## config.mk

```make
export PLATFORM = sky130hd
export DESIGN_NAME = iqd_irq_out
export DESIGN_NICKNAME = d
export VERILOG_FILES = /design/src/inc/iqd_pkg.sv /design/src/inc/iqd_timer_if.sv /design/src/logic/iqd_deassert_timer.sv /design/src/logic/iqd_irq_out.sv
export SDC_FILE = /design/constraint.sdc
export NUM_CORES = 1
export LEC_CHECK = 0
export ABC_AREA = 1
export BUFFER_PORTS_ARGS = -buffer_cell sky130_fd_sc_hd__buf_2
export CORE_ASPECT_RATIO = 0.6
export CORE_MARGIN = 2
export CORE_UTILIZATION = 45
export DETAILED_ROUTE_END_ITERATION = 10
export PLACE_DENSITY_LB_ADDON = 0.12
export SLEW_MARGIN = 10
export SYNTH_ARGS = -nofsm -noshare
export SYNTH_HDL_FRONTEND = slang
export SYNTH_HIERARCHICAL = 1
export SYNTH_SLANG_ARGS = --single-unit
```

## constraint.sdc

```tcl
create_clock -name clk_in -period 2.15 [get_ports clk_in]
set_input_delay 0.43 -clock clk_in [delete_from_list [all_inputs] [get_ports clk_in]]
set_output_delay 0.43 -clock clk_in [all_outputs]
set_load 0.01 [all_outputs]
```

## src/inc/iqd_pkg.sv

```systemverilog
// Constants and types of the interrupt output stage.
// Assumes a 25 MHz system clock and a 32-bit AHB-Lite register bus.
package iqd_pkg;
  // Register byte offsets; the direct-mapped window adds the base
  localparam logic [15:0] IQD_CFG_OFS = 16'h0054;
  localparam logic [15:0] IQD_STS_OFS = 16'h0058;
  localparam logic [15:0] IQD_ENA_OFS = 16'h005C;
  localparam logic [15:0] IQD_DIRECT_BASE = 16'h3000;
  // Field positions in interrupt_output_config
  localparam int IQD_DEAS_MSB = 31;
  localparam int IQD_DEAS_LSB = 24;
  localparam int IQD_CLR_BIT = 14;
  localparam int IQD_ACT_BIT = 13;
  localparam int IQD_MASTER_BIT = 12;
  localparam int IQD_EN_BIT = 8;
  localparam int IQD_POL_BIT = 4;
  localparam int IQD_CLKSEL_BIT = 1;
  localparam int IQD_TYPE_BIT = 0;
  // Power event source position in interrupt_source_status
  localparam int IQD_PME_BIT = 17;
  // Values after reset
  localparam logic [7:0] IQD_DEAS_RST = 8'h00;
  localparam logic IQD_EN_RST = 1'b0;
  localparam logic IQD_POL_RST = 1'b0;
  localparam logic IQD_CLKSEL_RST = 1'b0;
  localparam logic IQD_TYPE_RST = 1'b0;
  localparam logic [31:0] IQD_ENA_RST = 32'h0000_0000;
  // Interval unit: 10 us at a 40 ns clock
  localparam int IQD_DEAS_UNIT_NS = 10000;
  localparam int IQD_CLK_PERIOD_NS = 40;
  localparam int IQD_UNIT_CYCLES = IQD_DEAS_UNIT_NS / IQD_CLK_PERIOD_NS;
  localparam logic [7:0] IQD_UNIT_LAST = 8'(IQD_UNIT_CYCLES - 1);
  // AHB transfer type bit that marks an active transfer
  localparam int IQD_HTRANS_ACT = 1;
  // De-assertion timer states
  typedef enum logic [1:0] {
    IQD_IDLE = 2'b01,
    IQD_RUN = 2'b10
  } iqd_tmr_state_t;
endpackage

```

## src/inc/iqd_timer_if.sv

```systemverilog
// Link between the output stage and its de-assertion timer.
// Both ends run on the same clock.
`timescale 1ns/1ns
`default_nettype none
interface iqd_timer_if;
  logic start;
  logic stop;
  logic [7:0] interval;
  logic active;
  modport ctl (output start, output stop, output interval, input active);
  modport tmr (input start, input stop, input interval, output active);
endinterface
`default_nettype wire

```

## src/logic/iqd_deassert_timer.sv

```systemverilog
// De-assertion interval timer, counted in 10 us units.
// Assumes start and stop are one-cycle pulses from the output stage.
`timescale 1ns/1ns
`default_nettype none
module iqd_deassert_timer
  import iqd_pkg::*;
(
  // Clock and reset
  input wire logic clk_in,
  input wire logic rst_b_in,
  // Control link
  iqd_timer_if.tmr tmr
);
  iqd_tmr_state_t state_reg, state_next;
  logic [7:0] unit_reg, unit_next;
  logic [7:0] ival_reg, ival_next;
  logic tick;

  // Unit prescaler restarts with each interval so every unit is whole
  always_comb
  begin
    state_next = state_reg;
    unit_next = unit_reg;
    ival_next = ival_reg;
    tick = (unit_reg == IQD_UNIT_LAST);
    case (state_reg)
      IQD_IDLE:
      begin
        if (tmr.start && tmr.interval != 8'h00)
        begin
          state_next = IQD_RUN;
        end
      end
      IQD_RUN:
      begin
        unit_next = tick ? 8'h00 : unit_reg + 8'h01;
        if (tick)
        begin
          ival_next = ival_reg + 8'h01;
          // Live field compare: a rewrite takes effect at once
          if (ival_next >= tmr.interval)
          begin
            state_next = IQD_IDLE;
          end
        end
      end
      default:
      begin
        state_next = IQD_IDLE;
      end
    endcase
    if (state_next == IQD_IDLE)
    begin
      unit_next = 8'h00;
      ival_next = 8'h00;
    end
    // Fresh interval even while one runs
    if (tmr.start && tmr.interval != 8'h00)
    begin
      state_next = IQD_RUN;
      unit_next = 8'h00;
      ival_next = 8'h00;
    end
    // Zero field stops and clears the count, stop wins
    if (tmr.stop)
    begin
      state_next = IQD_IDLE;
      unit_next = 8'h00;
      ival_next = 8'h00;
    end
  end

  // Timer registers
  always_ff @(posedge clk_in)
  begin
    if (!rst_b_in)
    begin
      state_reg <= IQD_IDLE;
      unit_reg <= 8'h00;
      ival_reg <= 8'h00;
    end
    else
    begin
      state_reg <= state_next;
      unit_reg <= unit_next;
      ival_reg <= ival_next;
    end
  end

  assign tmr.active = (state_reg == IQD_RUN);
endmodule
`default_nettype wire

```

## src/logic/iqd_irq_out.sv

```systemverilog
// Interrupt output stage: master line, de-assertion gating, pin driver.
// Assumes level source status bits and a single AHB-Lite master.
// Functional notes
// - Interval field bits 31:24 counts in 10 us units.
// - Writing zero disables interval, clears counter, releases held interrupts.
// - A new non-zero interval applies at once, to a running interval as well.
// - Power event interrupt bypasses the de-assertion interval.
// - Writing one to bit 14 restarts the interval; bit self-clears.
// - Bit 13 reads one while interval active; interrupts withheld then.
// - Bit 12 shows the combined line, ignoring enable and interval.
// - Bit 8 gates the pin; zero keeps it de-asserted, except that bit 1 still routes the clock out.
// - Bit 4 picks active level: zero low, one high.
// - Open-drain mode ignores polarity and is always active low.
// - Bit 0 picks driver: zero open-drain, one push-pull.
// - Bit 1 routes the crystal clock onto the pin for debug.
// - Polarity and buffer type survive the digital soft reset.
// - Configuration register sits at 054h, or 3054h in direct mode.
// - An interval starts on every pin de-assertion.
// - Power event joins after interval gating; the line falling when it ends starts an interval.
`timescale 1ns/1ns
`default_nettype none
module iqd_irq_out
  import iqd_pkg::*;
(
  // Clock and reset
  input wire logic clk_in,
  input wire logic rst_b_in,
  // AHB-Lite slave
  input wire logic hsel_in,
  input wire logic [31:0] haddr_in,
  input wire logic [1:0] htrans_in,
  input wire logic hwrite_in,
  input wire logic [2:0] hsize_in,
  input wire logic hready_in,
  input wire logic [31:0] hwdata_in,
  output logic [31:0] hrdata_out,
  output logic hreadyout_out,
  output logic hresp_out,
  // Interrupt sources
  input wire logic [31:0] irq_source_in,
  output logic [31:0] status_clear_out,
  // Device modes
  input wire logic direct_map_in,
  input wire logic soft_reset_in,
  input wire logic xtal_clk_in,
  // Interrupt pin
  output logic irq_pin_out,
  output logic irq_pin_oe_b_out
);
  iqd_timer_if tif ();

  logic [7:0] deas_field_reg, deas_field_next;
  logic en_reg, en_next;
  logic pol_reg, pol_next;
  logic clksel_reg, clksel_next;
  logic type_reg, type_next;
  logic [31:0] ena_reg, ena_next;
  logic irq_assert_reg, irq_assert_next;
  logic wr_pend_reg, wr_pend_next;
  logic rd_wait_reg, rd_wait_next;
  logic [1:0] sel_reg, sel_next;
  logic [31:0] rdata_reg, rdata_next;
  logic [31:0] clr_reg, clr_next;
  logic [15:0] base;
  logic take;
  logic [1:0] sel_addr;
  logic wr_cfg;
  logic master_int;
  logic main_int;
  logic power_event_interrupt;
  logic [31:0] cfg_view;

  iqd_deassert_timer u_timer (
    .clk_in(clk_in),
    .rst_b_in(rst_b_in),
    .tmr(tif.tmr)
  );

  // Address decode, direct_map_in picks which one of the two windows maps the registers
  assign base = direct_map_in ? IQD_DIRECT_BASE : 16'h0000;
  assign take = hsel_in && htrans_in[IQD_HTRANS_ACT] && hready_in;
  always_comb
  begin
    sel_addr = 2'd0;
    if (haddr_in[31:16] == 16'h0000)
    begin
      if (haddr_in[15:0] == (IQD_CFG_OFS | base))
      begin
        sel_addr = 2'd1;
      end
      else if (haddr_in[15:0] == (IQD_STS_OFS | base))
      begin
        sel_addr = 2'd2;
      end
      else if (haddr_in[15:0] == (IQD_ENA_OFS | base))
      begin
        sel_addr = 2'd3;
      end
    end
  end

  // Combined line and its split around the gating
  assign master_int = |(irq_source_in & ena_reg);
  assign power_event_interrupt = irq_source_in[IQD_PME_BIT] & ena_reg[IQD_PME_BIT];
  assign main_int = |(irq_source_in & ena_reg & ~(32'h1 << IQD_PME_BIT));

  // Readable view of the configuration register
  always_comb
  begin
    cfg_view = 32'h0000_0000;
    cfg_view[IQD_DEAS_MSB:IQD_DEAS_LSB] = deas_field_reg;
    cfg_view[IQD_ACT_BIT] = tif.active;
    cfg_view[IQD_MASTER_BIT] = master_int;
    cfg_view[IQD_EN_BIT] = en_reg;
    cfg_view[IQD_POL_BIT] = pol_reg;
    cfg_view[IQD_CLKSEL_BIT] = clksel_reg;
    cfg_view[IQD_TYPE_BIT] = type_reg;
  end

  assign wr_cfg = wr_pend_reg && (sel_reg == 2'd1);

  // Bus and configuration next state
  always_comb
  begin
    deas_field_next = deas_field_reg;
    en_next = en_reg;
    pol_next = pol_reg;
    clksel_next = clksel_reg;
    type_next = type_reg;
    ena_next = ena_reg;
    wr_pend_next = 1'b0;
    rd_wait_next = 1'b0;
    sel_next = sel_reg;
    rdata_next = rdata_reg;
    clr_next = 32'h0000_0000;
    tif.stop = 1'b0;
    // Data phase of a write
    if (wr_pend_reg)
    begin
      case (sel_reg)
        2'd1:
        begin
          deas_field_next = hwdata_in[IQD_DEAS_MSB:IQD_DEAS_LSB];
          en_next = hwdata_in[IQD_EN_BIT];
          pol_next = hwdata_in[IQD_POL_BIT];
          clksel_next = hwdata_in[IQD_CLKSEL_BIT];
          type_next = hwdata_in[IQD_TYPE_BIT];
          if (hwdata_in[IQD_DEAS_MSB:IQD_DEAS_LSB] == 8'h00)
          begin
            tif.stop = 1'b1;
          end
        end
        2'd2:
        begin
          clr_next = hwdata_in;
        end
        2'd3:
        begin
          ena_next = hwdata_in;
        end
        default:
        begin
          wr_pend_next = 1'b0;
        end
      endcase
    end
    // Address phase
    if (take)
    begin
      sel_next = sel_addr;
      wr_pend_next = hwrite_in;
      rd_wait_next = !hwrite_in;
    end
    // Read data sampled one cycle late so a write just before is seen
    if (rd_wait_reg)
    begin
      case (sel_reg)
        2'd1: rdata_next = cfg_view;
        2'd2: rdata_next = irq_source_in;
        2'd3: rdata_next = ena_reg;
        default: rdata_next = 32'h0000_0000;
      endcase
    end
    // Soft reset keeps polarity and buffer type only
    if (soft_reset_in)
    begin
      deas_field_next = IQD_DEAS_RST;
      en_next = IQD_EN_RST;
      clksel_next = IQD_CLKSEL_RST;
      ena_next = IQD_ENA_RST;
      tif.stop = 1'b1;
    end
  end

  // Interval restart by the clear bit or by a falling pin
  assign tif.start = (wr_cfg && hwdata_in[IQD_CLR_BIT]) || (irq_assert_reg && !irq_assert_next);
  assign tif.interval = deas_field_next;

  // Assertion level: enable gates both the interval-gated main line and the power event
  always_comb
  begin
    irq_assert_next = 1'b0;
    if (en_reg)
    begin
      irq_assert_next = (main_int && !tif.active) || power_event_interrupt;
    end
  end

  // Registers, bus state and pin level
  always_ff @(posedge clk_in)
  begin
    if (!rst_b_in)
    begin
      deas_field_reg <= IQD_DEAS_RST;
      en_reg <= IQD_EN_RST;
      pol_reg <= IQD_POL_RST;
      clksel_reg <= IQD_CLKSEL_RST;
      type_reg <= IQD_TYPE_RST;
      ena_reg <= IQD_ENA_RST;
      irq_assert_reg <= 1'b0;
      wr_pend_reg <= 1'b0;
      rd_wait_reg <= 1'b0;
      sel_reg <= 2'd0;
      rdata_reg <= 32'h0000_0000;
      clr_reg <= 32'h0000_0000;
    end
    else
    begin
      deas_field_reg <= deas_field_next;
      en_reg <= en_next;
      pol_reg <= pol_next;
      clksel_reg <= clksel_next;
      type_reg <= type_next;
      ena_reg <= ena_next;
      irq_assert_reg <= irq_assert_next;
      wr_pend_reg <= wr_pend_next;
      rd_wait_reg <= rd_wait_next;
      sel_reg <= sel_next;
      rdata_reg <= rdata_next;
      clr_reg <= clr_next;
    end
  end

  // Reads take one wait state; writes none; always OKAY
  assign hreadyout_out = !rd_wait_reg;
  assign hresp_out = 1'b0;
  assign hrdata_out = rdata_reg;
  assign status_clear_out = clr_reg;

  // Pin driver; debug clock bypasses the flop, so it is not glitch-safe
  always_comb
  begin
    if (clksel_reg)
    begin
      irq_pin_out = type_reg ? xtal_clk_in : 1'b0;
      irq_pin_oe_b_out = type_reg ? 1'b0 : xtal_clk_in;
    end
    else if (type_reg)
    begin
      irq_pin_out = pol_reg ? irq_assert_reg : !irq_assert_reg;
      irq_pin_oe_b_out = 1'b0;
    end
    else
    begin
      irq_pin_out = 1'b0;
      irq_pin_oe_b_out = !irq_assert_reg;
    end
  end
endmodule
`default_nettype wire

```

==> metrics.csv <==
metric,value,unit
ys_seq_area_share,42.65,%
avgViaCountPerCell,4.793,
cp_slowest_cell,dfxtp_2,
syn_inst,857,
diodes,0,
grt_max_degree,35,
cts_buffer_depth,2,
setup_ws,-0.1970,ns
track_usage,24.01,%
min_path_cells,2,
synth.distinct_cells,42,
crit_fanout,8,
post-route-util,61.28,%
yosys_register_bits,131,
antenna_found_initial,0,
path_common_cell,nand2_1,
final_common_cell,nand2_1,
cp.depth,16,
vias,6034,
drv_slew,0,
fin_crit,2.347,ns
synth_top_area_share,42.65,%
routabilityCongestion,0.8185,
synth_area_leaders,"dfxtp_1 43%, nand2_1 13%, inv_1 7.4%",
first_pass_iters,4,
port_buffers,171,
cts_max_level,4,
final_nets,1194,
drv_cap,0,
ys_async_sr_fraction,0,%
grt_pass1_wl,27480,um
cp_num_buf_inv,0,
slew-limit-headroom,67.39,%
synthToLayoutAreaGrowth,34.57,%
worst_pin_slew,0.4839,ns
power_density,691.1,nW/um^2
die_w,154.9,um
cts_tree,yes,
overflow,0,
violations,setup timing,
die_h,94.54,um
max_stage_delay,0.34,ns
end_kind,flip-flop,
reg2reg_depth,16,
clk_latency,0.42,ns
peakVddDrop,0.0005183,V
min_path_type,input pin to flip-flop,
grt_pass1_vias,5512,
rsz0062_at_grt,true,
setup_viol,18,
setup_tns,-3.208,ns
clock-root-buffer,clkbuf_16,
core,13500,um^2
fill_cells,1252,
holdBufCountCts,0,
dpl.hpwl,12650,um
synth_fp_nets,979,
ys.flop_type,dfxtp_1,
clk_pin_slew,0.06,ns
numCtsBuffers,17,
layout_common_cells,"205 x nand2_1, 171 x buf_2, 126 x dfxtp_1",
arrival,2.70,ns
worst_ep_required_time,2.50,ns
crit_chain,nand2_1 > nor2_2 > nand4_1 > nor2_1 > xor2_1 > ha_1 > a21oi_1 > o21a_1 > nand2_1 > nand2_2 > nand2_1 > nand2_1 > nand2_2 > nand2_4 > nand2_8 > nor2_4,
die_area,14640,um^2
dp_slack,-0.2588,ns
status,"finished, violations left",
drive_above_1_share,31.73,%
fin_cells,1259,
setup.worst_path.start_class,flip-flop,
ios,177,
initial_utilization,45.54,%
wl,17430,um
crit_type,flip-flop to flip-flop,
cts_sinks,131,
postSynthAreaPerCell,7.174,um^2
hold_viol_final,0,
ant_nets,0,
dpl.cell_count,1224,
rows,33,
wl_per_cell,13.84,um
p_total,5718,uW
synth_edf_count,0,
drtIter0Drc,300,
skew,0.01140,ns
max_freq,0.4261,GHz
synth.cell_area,6148,um^2
yosys_warnings,6,
drcViolationCount,0,
yosys.area.top_type,dfxtp_1,
path_delay_family,simple AND/OR/NAND/NOR gates,
period_share,109.2,%
p_leak,0.003984,uW
==> Yosys cell counts, drive strengths merged, types with 4 or more instances <==
| library cell | count |
|---|---|
| o21ai | 52 |
| nor2 | 111 |
| o211ai | 4 |
| or2 | 7 |
| inv | 132 |
| clkbuf | 11 |
| buf | 25 |
| xor2 | 5 |
| nor4 | 10 |
| nor3 | 15 |
| o221ai | 16 |
| dfxtp | 131 |
| ha | 13 |
| nand3 | 25 |
| a21oi | 65 |
| nand2 | 218 |
==> cell type report <==
type                            instances  area [um^2]  share of cell area, %
Clock buffer                           18        439.2                  5.308
Clock inverter                         13        173.9                  2.102
Inverter                              132        498.0                  6.018
Multi-Input combinational cell        559         2968                  35.87
Sequential cell                       131         2629                  31.77
Tap cell                              175        219.0                  2.646
Timing Repair Buffer                  231         1348                  16.29
==> repair_timing <==
item,CTS,global route
buffers inserted,3,0
gates cloned,1,0
setup endpoints to repair,18,18
pin swaps,5,14
gates resized for setup,15,22
endpoints found under the hold margin,0,0
==> stage by stage <==
stage               hold slack [ns]  instance area [um^2]
floorplan                    0.4386                  6153
global placement             0.4536                  7486
detailed placement           0.4532                  7486
CTS                          0.1764                  8182
global route                 0.1819                  8274
finish                       0.1806                  8274
==> path summary, 6_finish.rpt <==
check / startpoint / end / slack [ns]
setup / recovery: u_timer/ival_reg[1] / u_timer/unit_reg[3] / -0.20
hold / removal: hwrite_in / rd_wait_reg / 0.18
setup reg to reg: u_timer/ival_reg[1] / u_timer/unit_reg[3] / -0.20
hold reg to reg: hrdata_out[25] / hrdata_out[25] / 0.46
==> per-layer routing <==
metal  part of all wire (%)  vias to the layer above  GRT usage (%)  wire (um)
met2                     40                      212          35.74       7028
met1                     51                     2674          34.85       8833
met4                   0.79                        0          5.941        138
met3                    8.2                       11          5.874       1426
met5                      0                        -              0          0
li1                       -                     3137              -          -
==> report_power, final <==
group | internal [uW] | total (uW) | switching (uW)
registers | 2440 | 2440 | 5.94
logic | 121 | 271 | 150
clock network | 1870 | 3010 | 1140
==> logic make-up after synthesis <==
| logic type | after synthesis | share of synthesized area (%) |
|---|---|---|
| AOI/OAI and AO/OA | 144 | 13.98 |
| xor gates and xnor gates | 5 | 0.7122 |
| adders and majority gates | 13 | 2.646 |
| buffers and inverters | 168 | 11.40 |
| DFF | 131 | 42.65 |
| muxes | 2 | 0.3256 |
| other | 1 | 0.06099 |
| and+or+nand+nor | 393 | 28.23 |
(Power assumes the default switching activity.)
